### src/plesc_pkg.sv
package plesc_pkg;
   // avalon word addresses are byte offsets here
   localparam int ADDR_W = 12;
   localparam logic [11:0] OFF_SELECT  = 12'h620;
   localparam logic [11:0] OFF_FLAGS   = 12'h680;
   localparam logic [11:0] OFF_CONTROL = 12'h684;
   localparam logic [11:0] OFF_IRQ_EN  = 12'h690;
   localparam logic [11:0] OFF_EVCNT_A = 12'h694;
   localparam logic [11:0] OFF_EVCNT_B = 12'h698;
   localparam logic [11:0] OFF_FC_DEF  = 12'h69C;

   localparam int SEL_A_LSB = 0;
   localparam int SEL_B_LSB = 8;
   localparam int SEL_W     = 5;
   localparam logic [31:0] SELECT_MASK = 32'h00001F1F;

   localparam int F_RX_UR    = 0;
   localparam int F_MALFORM  = 2;
   localparam int F_NULL     = 3;
   localparam int F_OVERFLOW = 4;
   localparam int F_RX_TLP   = 16;
   localparam int F_RX_CFG   = 18;
   localparam int F_RX_MEM   = 19;
   localparam int F_RX_IO    = 20;
   localparam int F_EXT_MSG  = 21;
   localparam int F_RX_MSG   = 22;
   localparam logic [31:0] FLAGS_MASK = 32'h007D001D;

   localparam int C_FC_LSB = 0;
   localparam int C_FC_W   = 10;
   localparam int C_FC_OVR = 10;
   localparam int C_POSTED_TAG_SEQUENCING = 11;
   localparam logic [31:0] CONTROL_MASK = 32'h00000FFF;

   localparam logic [31:0] RESET_ZERO = 32'h00000000;
   localparam logic [9:0] FC_DEFAULT_INTERVAL = 10'h0FF;
   localparam logic [7:0] TAG_MAX_EXT   = 8'hFF;
   localparam logic [7:0] TAG_MAX_SHORT = 8'h1F;
   localparam int DL_EVENTS = 23;
   // code 0x10 is reserved, so bit 16 stays clear
   localparam logic [31:0] DL_VALID_CODES = 32'h007EF57F;
endpackage

### src/plesc_regs.sv
// Local design decision: register access over Avalon-MM.
`timescale 1ns/1ps
module plesc_regs
   import plesc_pkg::*;
(
   input  wire logic                   clk,
   input  wire logic                   rstn,
   input  wire logic                   ce,
   input  wire logic [plesc_pkg::ADDR_W-1:0] avs_address,
   input  wire logic                   avs_read,
   input  wire logic                   avs_write,
   input  wire logic [31:0]            avs_writedata,
   input  wire logic [3:0]             avs_byteenable,
   output logic [31:0]                 avs_readdata,
   output logic                        avs_waitrequest,
   output logic                        avs_readdatavalid,
   input  wire logic [31:0]            tl_event,
   input  wire logic                   dl_event_valid,
   input  wire logic [4:0]             dl_event_code,
   input  wire logic                   posted_tlp_gen,
   input  wire logic                   ext_tag_en,
   output logic [7:0]                  posted_tag,
   output logic                        fc_update_pulse,
   output logic                        irq
);
   import plesc_pkg::*;

   typedef enum logic [1:0] {
      PLESC_IDLE = 2'b00,
      PLESC_ACK  = 2'b01
   } plesc_bus_t;

   plesc_bus_t  bus_q, bus_d;
   logic [31:0] sel_q, flags_q, ctrl_q, mask_q;
   logic [31:0] cnt_a_q, cnt_b_q;
   logic [31:0] rdata_q;
   logic [7:0]  tag_q;
   logic [9:0]  fc_cnt_q;
   logic        fc_pulse_q, irq_q, wait_q, rvalid_q;

   function automatic logic [31:0] be_mask(input logic [3:0] be);
      be_mask = {{8{be[3]}}, {8{be[2]}}, {8{be[1]}}, {8{be[0]}}};
   endfunction

   function automatic logic [31:0] merge(input logic [31:0] old, input logic [31:0] wd,
                                         input logic [3:0] be, input logic [31:0] m);
      merge = ((old & ~be_mask(be)) | (wd & be_mask(be))) & m;
   endfunction

   // a request is taken one cycle after it appears, so waitrequest is one cycle long
   wire         req      = (avs_read | avs_write) & (bus_q == PLESC_IDLE);
   wire         take     = (bus_q == PLESC_ACK);
   wire         wr       = take & avs_write;
   wire         rd       = take & avs_read;
   wire         hit_sel  = (avs_address == OFF_SELECT);
   wire         hit_flg  = (avs_address == OFF_FLAGS);
   wire         hit_ctl  = (avs_address == OFF_CONTROL);
   wire         hit_msk  = (avs_address == OFF_IRQ_EN);
   wire [31:0]  w1c      = (wr & hit_flg) ? (avs_writedata & be_mask(avs_byteenable)) : '0;
   wire [31:0]  ev       = tl_event & FLAGS_MASK;
   wire [31:0]  flags_d  = ((flags_q & ~w1c) | ev) & FLAGS_MASK;
   wire [4:0]   sel_a    = sel_q[SEL_A_LSB +: SEL_W];
   wire [4:0]   sel_b    = sel_q[SEL_B_LSB +: SEL_W];
   wire         code_ok  = DL_VALID_CODES[dl_event_code];
   wire         hit_a    = dl_event_valid & code_ok & (dl_event_code == sel_a);
   wire         hit_b    = dl_event_valid & code_ok & (dl_event_code == sel_b);
   wire         fc_ovr   = ctrl_q[C_FC_OVR];
   wire [9:0]   fc_int   = fc_ovr ? ctrl_q[C_FC_LSB +: C_FC_W] : FC_DEFAULT_INTERVAL;
   wire         fc_done  = (fc_cnt_q >= fc_int);
   wire [7:0]   tag_max  = ext_tag_en ? TAG_MAX_EXT : TAG_MAX_SHORT;
   wire [7:0]   tag_d    = !ctrl_q[C_POSTED_TAG_SEQUENCING] ? 8'h00 :
                           (tag_q >= tag_max) ? 8'h00 : tag_q + 8'h01;
   wire [31:0]  rmux     = hit_sel ? sel_q :
                           hit_flg ? flags_q :
                           hit_ctl ? ctrl_q :
                           hit_msk ? mask_q :
                           (avs_address == OFF_EVCNT_A) ? cnt_a_q :
                           (avs_address == OFF_EVCNT_B) ? cnt_b_q :
                           (avs_address == OFF_FC_DEF) ? {22'h0, FC_DEFAULT_INTERVAL} :
                           32'h00000000;

   always_comb begin
      case (bus_q)
         PLESC_IDLE: bus_d = req ? PLESC_ACK : PLESC_IDLE;
         PLESC_ACK:  bus_d = PLESC_IDLE;
         default:    bus_d = PLESC_IDLE;
      endcase
   end

   always_ff @(posedge clk or negedge rstn) begin
      if (!rstn) begin
         bus_q    <= PLESC_IDLE;
         wait_q   <= 1'b1;
         rvalid_q <= 1'b0;
         rdata_q  <= RESET_ZERO;
      end else if (ce) begin
         bus_q    <= bus_d;
         wait_q   <= ~req;
         rvalid_q <= rd;
         rdata_q  <= req & avs_read ? rmux : rdata_q;
      end
   end

   always_ff @(posedge clk or negedge rstn) begin
      if (!rstn) begin
         sel_q   <= RESET_ZERO;
         ctrl_q  <= RESET_ZERO;
         mask_q  <= RESET_ZERO;
         flags_q <= RESET_ZERO;
      end else if (ce) begin
         if (wr & hit_sel) sel_q <= merge(sel_q, avs_writedata, avs_byteenable, SELECT_MASK);
         if (wr & hit_ctl) ctrl_q <= merge(ctrl_q, avs_writedata, avs_byteenable, CONTROL_MASK);
         if (wr & hit_msk) mask_q <= merge(mask_q, avs_writedata, avs_byteenable, FLAGS_MASK);
         flags_q <= flags_d;
      end
   end

   // saturating event counters on the selected link events
   always_ff @(posedge clk or negedge rstn) begin
      if (!rstn) begin
         cnt_a_q <= RESET_ZERO;
         cnt_b_q <= RESET_ZERO;
      end else if (ce) begin
         if (hit_a && cnt_a_q != 32'hFFFFFFFF) cnt_a_q <= cnt_a_q + 32'h00000001;
         if (hit_b && cnt_b_q != 32'hFFFFFFFF) cnt_b_q <= cnt_b_q + 32'h00000001;
      end
   end

   always_ff @(posedge clk or negedge rstn) begin
      if (!rstn) begin
         tag_q      <= 8'h00;
         fc_cnt_q   <= 10'h000;
         fc_pulse_q <= 1'b0;
         irq_q      <= 1'b0;
      end else if (ce) begin
         if (posted_tlp_gen) tag_q <= tag_d;
         else if (!ctrl_q[C_POSTED_TAG_SEQUENCING]) tag_q <= 8'h00;
         fc_cnt_q   <= fc_done ? 10'h000 : fc_cnt_q + 10'h001;
         fc_pulse_q <= fc_done;
         irq_q      <= |(flags_d & mask_q);
      end
   end

   assign avs_readdata      = rdata_q;
   assign avs_waitrequest   = wait_q;
   assign avs_readdatavalid = rvalid_q;
   assign posted_tag        = tag_q;
   assign fc_update_pulse   = fc_pulse_q;
   assign irq               = irq_q;
endmodule

### config.mk
export PLATFORM = sky130hd
export DESIGN_NAME = plesc_regs
export DESIGN_NICKNAME = d
export VERILOG_FILES = /design/src/plesc_pkg.sv /design/src/plesc_regs.sv
export SDC_FILE = /design/constraint.sdc
export NUM_CORES = 1
export LEC_CHECK = 0
export BUFFER_PORTS_ARGS = -buffer_cell sky130_fd_sc_hd__buf_2
export CAP_MARGIN = 20
export CORE_UTILIZATION = 44
export DETAILED_ROUTE_END_ITERATION = 7
export PLACE_DENSITY = 0.76
export SLEW_MARGIN = 20
export SYNTH_ARGS = -nofsm -noshare
export SYNTH_HDL_FRONTEND = slang
export SYNTH_SLANG_ARGS = --single-unit
export TNS_END_PERCENT = 20
### constraint.sdc
create_clock -name clk -period 2.7 [get_ports clk]
set_input_delay 0.405 -clock clk [delete_from_list [all_inputs] [get_ports clk]]
set_output_delay 0.405 -clock clk [all_outputs]
set_load 0.005 [all_outputs]
======== Word-level counts from Yosys, hierarchy flattened ========
Memories as Yosys holds them, arrays and structs flattened.
Cells that the tools add are included.
word-level totals
  flip-flop bits (word level) ............. 162
  ROM bits ................................ 32
  bits of input ports ..................... 93
  memories ................................ 1
memory list
  name             depth  width  rd ports  clocked after Yosys merged registers in  write ports  RTL line          text
  (no name shown)  32     1      1         0                                        0            plesc_regs.sv:64  wire code_ok = DL_VALID_CODES[dl_event_code];
cells by class
  add/subtract/negate cells ............... 4
  $lt $le $gt $ge ......................... 3
  equality and inequality tests ........... 13
  mux-type cells .......................... 18
  bitwise gates (word level) .............. 25
  reduce and logical (&&, ||, !) cells .... 11
operators with widths
  kind                     count
  $mux W32                 6
  $and A23 B23 Y23         4
  $eq A12 B11 Y1 const B   7
  $add A32 B1 Y32 const B  2
  $ne A32 B32 Y1 const B   2
  $mux W8                  6
  $not A23 Y23             2
  $or A23 B23 Y23          2
  $reduce_or A32 Y1        1
  $mux W23                 1
  $mux W10                 2
  $reduce_and A2 Y1        7
  $and A13 B13 Y13         1
  $or A13 B13 Y13          1
  $and A12 B12 Y12         1
  $or A12 B12 Y12          1
  $and A1 B1 Y1            11
  $add A10 B1 Y10 const B  1
  $eq A5 B5 Y1             2
  $ge A10 B10 Y1           1
  $add A8 B1 Y8 const B    1
  $ge A8 B8 Y1             1
  $lt A5 B6 Y1 const B     1
  $mux W1                  3
  other kinds (6)          7

======== Logic depth before layout (Yosys ltp) ========
Gate-level depths: netlist (run 1).
  word-level depth ........................ 9
  depth in mapped cells ................... 9

======== Least setup slack after synthesis (run 1) ========
OpenSTA, ideal clock, no wires.
  path type ............................... register -> register
  start point ............................. register (tool-made name)
  end point ............................... register fc_cnt_q[2]
  arrival time ............................ 2.154 ns
  data required time ...................... 2.634 ns
  path slack .............................. 0.480 ns
  stages on the path, launching flop included .. 9
  path through ............................ dfrtp_1 > clkbuf_1 > nor2b_1 > ha_1 > a2111oi_0 > o21ai_0 > a221o_1 > nor2_1 > a22o_1
RTL lines
  what                  RTL line           text
  end signal, assigned  plesc_regs.sv:138  fc_cnt_q <= fc_done ? 10'h000 : fc_cnt_q + 10'h001;
  end, declared         plesc_regs.sv:38   logic [9:0] fc_cnt_q;

==> results.ini, run 1 <==
[clock_tree]
clkTransAtPathRegs_ps=70
insertion_delay_ps=430
numClockSinks=161
numCtsBuffers=17
cts_tree=done
cts_root_buffer=clkbuf_16
clock_tree.buffer_depth=2
htreeDepth=4

[logic_synthesis]
ys_top_cells_by_count=dfrtp_1, nand2_1, o21ai_0, xnor2_1, nand3_1
yosysTopAreaCell=dfrtp_1
synth_edf_count=0
yosys_warnings=0
yosysMostFrequentCell=dfrtp_1
synth_cell_types=56
synth_area_leaders=dfrtp_1, mux2_2, xnor2_1
async_flop_share_pct=100
synth_ff_type=dfrtp_1
ys_ff_latch=161
syn_area_per_cell_um2=9.98
synth_seq_area_share_pct=48.9
synth_top_area_share_pct=48.6
syn_nets=936
netlist_area_um2=8240
synthCells=826

[sta]
final_hold_viol_count=0
fmax_mhz=394
fin_crit_sh_pct=93.9
rsz0062_at_grt=no
slew_violations=0
worst_pin_slew_ps=762
finalSetupTns_ps=0
relSlewSlack_pct=49.0
setup_viol=0
fin_crit_ps=2540
skew_ps=11.1

[global_route]
grt_usage_pct=22.1
grt_antenna_before_repair=0
grt_max_degree=60
first_global_vias=6468
grt-ovfl-total=0
grt_pass1_wl_um=33600

[pwr]
sequentialPowerShare_pct=47.3
ir_worst_vdd_uv=417
total_power_w=0.00540
p_per_area_nw_per_um2=556
power_switching_share_pct=25.1
power.internal_w=0.00405
switchingPower_w=0.00135
combPwrFrac_pct=6.9
leakagePower_nw=4.57
clkPwrFrac_pct=45.8

[floorplan]
die_w_um=139
die_h_um=139
rows=49
io_pins=137
dieArea_um2=19300
start_util_pct=45.4
coreArea_um2=18100

[outcome]
violations=design-rule violations
status=finished, violations left

[layout]
drive_above_1_share_pct=21.0
n_antenna_cell=0
area_growth_pct=18.0
instances_no_fill=1177
multiInputGateArea_um2=4000
nets=1045
regArea_um2=4030
num-fill-cells=1628

[route]
drc=1
viasPerCell=5.71
wl_per_cell_um=17.2
first_pass_iters=8
ant_nets=0
wl_um=20300
route.vias.total=6718
drtIter0Drc=411

[place]
globalplace.congestion=0.877
port_buffers=100
dp.cells=1144
dpl.hpwl_um=15000

[setup_path]
r2r_slack_ps=160
crit_arrival_ps=2900
crit_type=reg2reg
cp.required_ps=3070
startpoint_type=flop
worst_setup_path_end_kind=flop
path_max_fanout=12
r2r_cells=8

[worst_hold_path]
whs_path_depth=2
worstHoldStart=avs_writedata[6]
worst_hold_path_type=in2reg

[run]
cap_violations=0

==> power groups by stage <==
stage          clock, W  combinational, W  sequential [W]
4_1_cts         0.00251          0.000380         0.00256
3_5_place_dp          0          0.000377         0.00260
2_1_floorplan         0          0.000184         0.00258
3_3_place_gp          0          0.000367         0.00260
5_1_grt         0.00261          0.000421         0.00257
6_report        0.00247          0.000374         0.00256
==> final timing paths <==
check	endpoint
setup reg to reg	fc_cnt_q[2]
max in group asynchronous	avs_readdata[5]
hold / removal	flop
min in group asynchronous	avs_readdata[27]
hold reg to reg	avs_readdata[29]
setup / recovery	fc_cnt_q[2]
==> routing by layer <==
layer	vias up	wire, µm	GRT usage [%]
met3	35	1080	4.11
li1	3216	-	-
met1	3269	9300	30.3
met5	-	0	0
met2	198	9500	34.9
met4	0	420	8.25
==> per-stage QoR <==
stage | setup WS [ps] | utilization, % | hold WS (ps) | instance area (µm²)
after detailed placement | 210 | 50.2 | 414 | 9110
after global placement | 280 | 50.2 | 407 | 9110
after global routing | 43.1 | 53.6 | 201 | 9730
after CTS | 196 | 53.6 | 195 | 9730
final | 164 | 53.6 | 203 | 9730
after floorplan | 480 | - | 109 | 8240
==> cell usage in the layout, fill, tap and decap left out, types with 4 or more instances in the layout <==
cell type and n:
nor4_1 12, nor3_1 18, buf_4 17, ha_1 17, xnor2_1 41, o2bb2ai_1 5, a211oi_1 7, and2_1 6
a221oi_1 5, nand2_1 90, buf_2 99, clkbuf_16 17, nand3_1 40, xor2_1 37, inv_1 24, nand4_1 22
and4_1 6, a31oi_1 9, a22oi_1 21, dfrtp_1 160, nor2_1 39, o22ai_1 5, nor2b_1 14, a21oi_1 34
nor3b_1 5, mux2_2 38, o21ai_0 69, and3_1 14, a22o_1 15, inv_6 4
==> worst max-delay path, stage by stage, from the launching register on <==
cell	delay (ps)
dfrtp_1	560
nor2b_1	210
ha_1	260
a211o_1	260
a31oi_1	160
o21ai_0	140
a221o_1	390
nor2_1	290
a22o_1	210
==> cell type report <==
cell class	count	share of cell area (%)
clock buffers	18	4.52
clock inverters	14	1.72
inverters	25	0.965
multi-input cells	609	41.2
flip-flops and latches	161	41.4
well taps	229	2.95
repair buffers	121	7.24
==> logic make-up after synthesis <==
family	after synthesis	synth area share (%)
adders and majority gates	17	2.58
DFF	161	48.9
muxes	39	5.31
xor gates and xnor gates	78	8.29
and+or+nand+nor	286	17.8
buffers and inverters	56	2.61
AOI/OAI and AO/OA	189	14.5
==> timing repair <==
action | 4_1_cts | 5_1_grt
hold buffers | 1 | 0
buffers inserted | 0 | 0
resized for setup | 0 | 0
hold endpoints to repair | 53 | 0
(Power assumes the default switching activity.)
==> run 2: changes to the inputs <==
- CORE_UTILIZATION: 44 -> 40
- PLACE_DENSITY: 0.76 -> 0.71
==> run 2 against run 1 <==
Net effect:
- via count barely moved
- core utilization fell by 5.5 points
- power fell by 2.3%
- fmax rose by 6.0%
- cell area rose by 0.13%
- cell count rose by 3.7%
- the flow now finishes without violations
- global-route usage fell by 1.5 points
- clock power fell by 5%
==> results.ini, run 2 (same netlist as run 1, synthesis figures left out) <==
[sta]
finalSetupTns_ps=0
fmax_mhz=418
setup_viol=0
relSlewSlack_pct=55.1
whs_ps=205
worst_pin_slew_ps=673
final_hold_viol_count=0
fin_crit_sh_pct=88.6
fin_crit_ps=2390
fin_ws_ps=309
rsz0062_at_grt=no
slew_violations=0
skew_ps=12.0

[worst_hold_path]
worst_hold_path_type=in2reg
worstHoldStart=avs_writedata[5]

[setup_path]
cp_slowest_cell=dfrtp_1
path_max_fanout=12
path_cells=nor2b_1 -> ha_1 -> a2111oi_0 -> o21ai_0 -> a221o_1 -> nor2_2 -> a22o_1
worst_setup_path_end_kind=flop
crit_family=compound AO/OA/AOI/OAI gates
path_buf_inv=0
cp_slowest_stage_delay_ps=560
crit_type=reg2reg
startpoint_type=flop
cp.required_ps=3080
crit_arrival_ps=2770

[clock_tree]
clock_tree.buffer_depth=2
cts_root_buffer=clkbuf_16
clkTransAtPathRegs_ps=70
htreeDepth=4
post-cts-setup-buffers=0
insertion_delay_ps=440
numCtsBuffers=17
cts_tree=done
numClockSinks=161

[place]
dpl.hpwl_um=15100
port_buffers=100
globalplace.congestion=0.871
pre_cts_slack_ps=221
dp.cells=1188

[global_route]
grt_usage_pct=20.6
grt-ovfl-total=0
busiest_layer=met2
grt_pass1_wl_um=34600
grt_antenna_before_repair=0
grt_max_degree=70
first_global_vias=6514
use_met3_pct=3.70
use_met1_pct=29.0
met2_usage_pct=31.9

[route]
wl_um=20600
drc=0
route.vias.total=6715
drtIter0Drc=402
first_pass_iters=4
ant_nets=0
wl_per_cell_um=16.8
viasPerCell=5.50

[layout]
multiInputGateArea_um2=4010
drive_above_1_share_pct=21.3
nets=1048
layout_commonest_cell=dfrtp_1
regArea_um2=4030
n_antenna_cell=0
num-fill-cells=1861
finish.utilization_pct=48.1
area_growth_pct=18.1
final_cell_mix=dfrtp_1, buf_2, nand2_1
instances_no_fill=1221

[floorplan]
die_h_um=146
die_w_um=146
coreArea_um2=20200
io_pins=137
dieArea_um2=21200
rows=52
start_util_pct=40.7

[run]
cap_violations=0

[pwr]
p_per_area_nw_per_um2=542
ir_worst_vdd_uv=450
leakagePower_nw=4.54

[outcome]
status=complete, no violations

## run 2: changes by cell type in the layout (fill, tap and decap cells not counted)
cell        before  now
clkinv_8         0    1
clkbuf_8         1    0
buf_4           17   22
clkinv_4         3    2
buf_12           3    1
nor2_2           0    1
clkinvlp_4       1    3
nor2_1          39   38
inv_6            4    6
bufinv_16        2    0
clkinv_2         1    0
## run 2: repair_timing
| action | in CTS | in global routing |
|---|---|---|
| endpoints found under the setup margin | 0 | 2 |
| resized for setup | 0 | 1 |
| endpoints found under the hold margin | 17 | 0 |
| hold buffers | 1 | 0 |
## run 2: path summary, 6_finish.rpt
path | end | depth (start not counted) | slack (ps)
max in group asynchronous | async pin | 3 | 1350
max reg2reg | fc_cnt_q[2] | 7 | 310
min in group asynchronous | avs_readdata[26] | 2 | 520
max | fc_cnt_q[2] | 7 | 310
min | flop | 2 | 210
min reg2reg | avs_readdata[15] | 2 | 470
## run 2: worst reg2reg max path, stage by stage (launching register included)
cell and delay [ps]:
dfrtp_1 560, nor2b_1 210, ha_1 250, a2111oi_0 360, o21ai_0 190, a221o_1 390
nor2_2 210, a22o_1 170
## run 2: routing by layer
metal | part of all wire (%) | wire length [µm]
met1 | 47 | 9650
met2 | 46 | 9530
met3 | 4.7 | 972
met4 | 1.9 | 397
met5 | 0 | 0
## run 2: stage by stage
step | power, W | area [µm²]
after floorplan | 0.00277 | 8240
after global placement | 0.00296 | 9160
after detailed placement | 0.00298 | 9160
after CTS | 0.00531 | 9740
after global routing | 0.00548 | 9740
final | 0.00528 | 9740
## run 2: final cells by class
type                       count  share of cell area (%)
clock inverter                15                    1.46
timing repair buffer         124                    7.21
sequential                   161                    41.4
multi-input combinational    609                    41.1
inverter                      25                   0.964
clock buffer                  17                    4.37
tap                          270                    3.47
## run 2: where the power goes
part	leakage [nW]	switching, W	internal (W)
clock network	0.270	0.00112	0.00122
logic	2.11	0.000225	0.000150
registers	2.16	0.0000772	0.00248
total	4.54	0.00143	0.00385
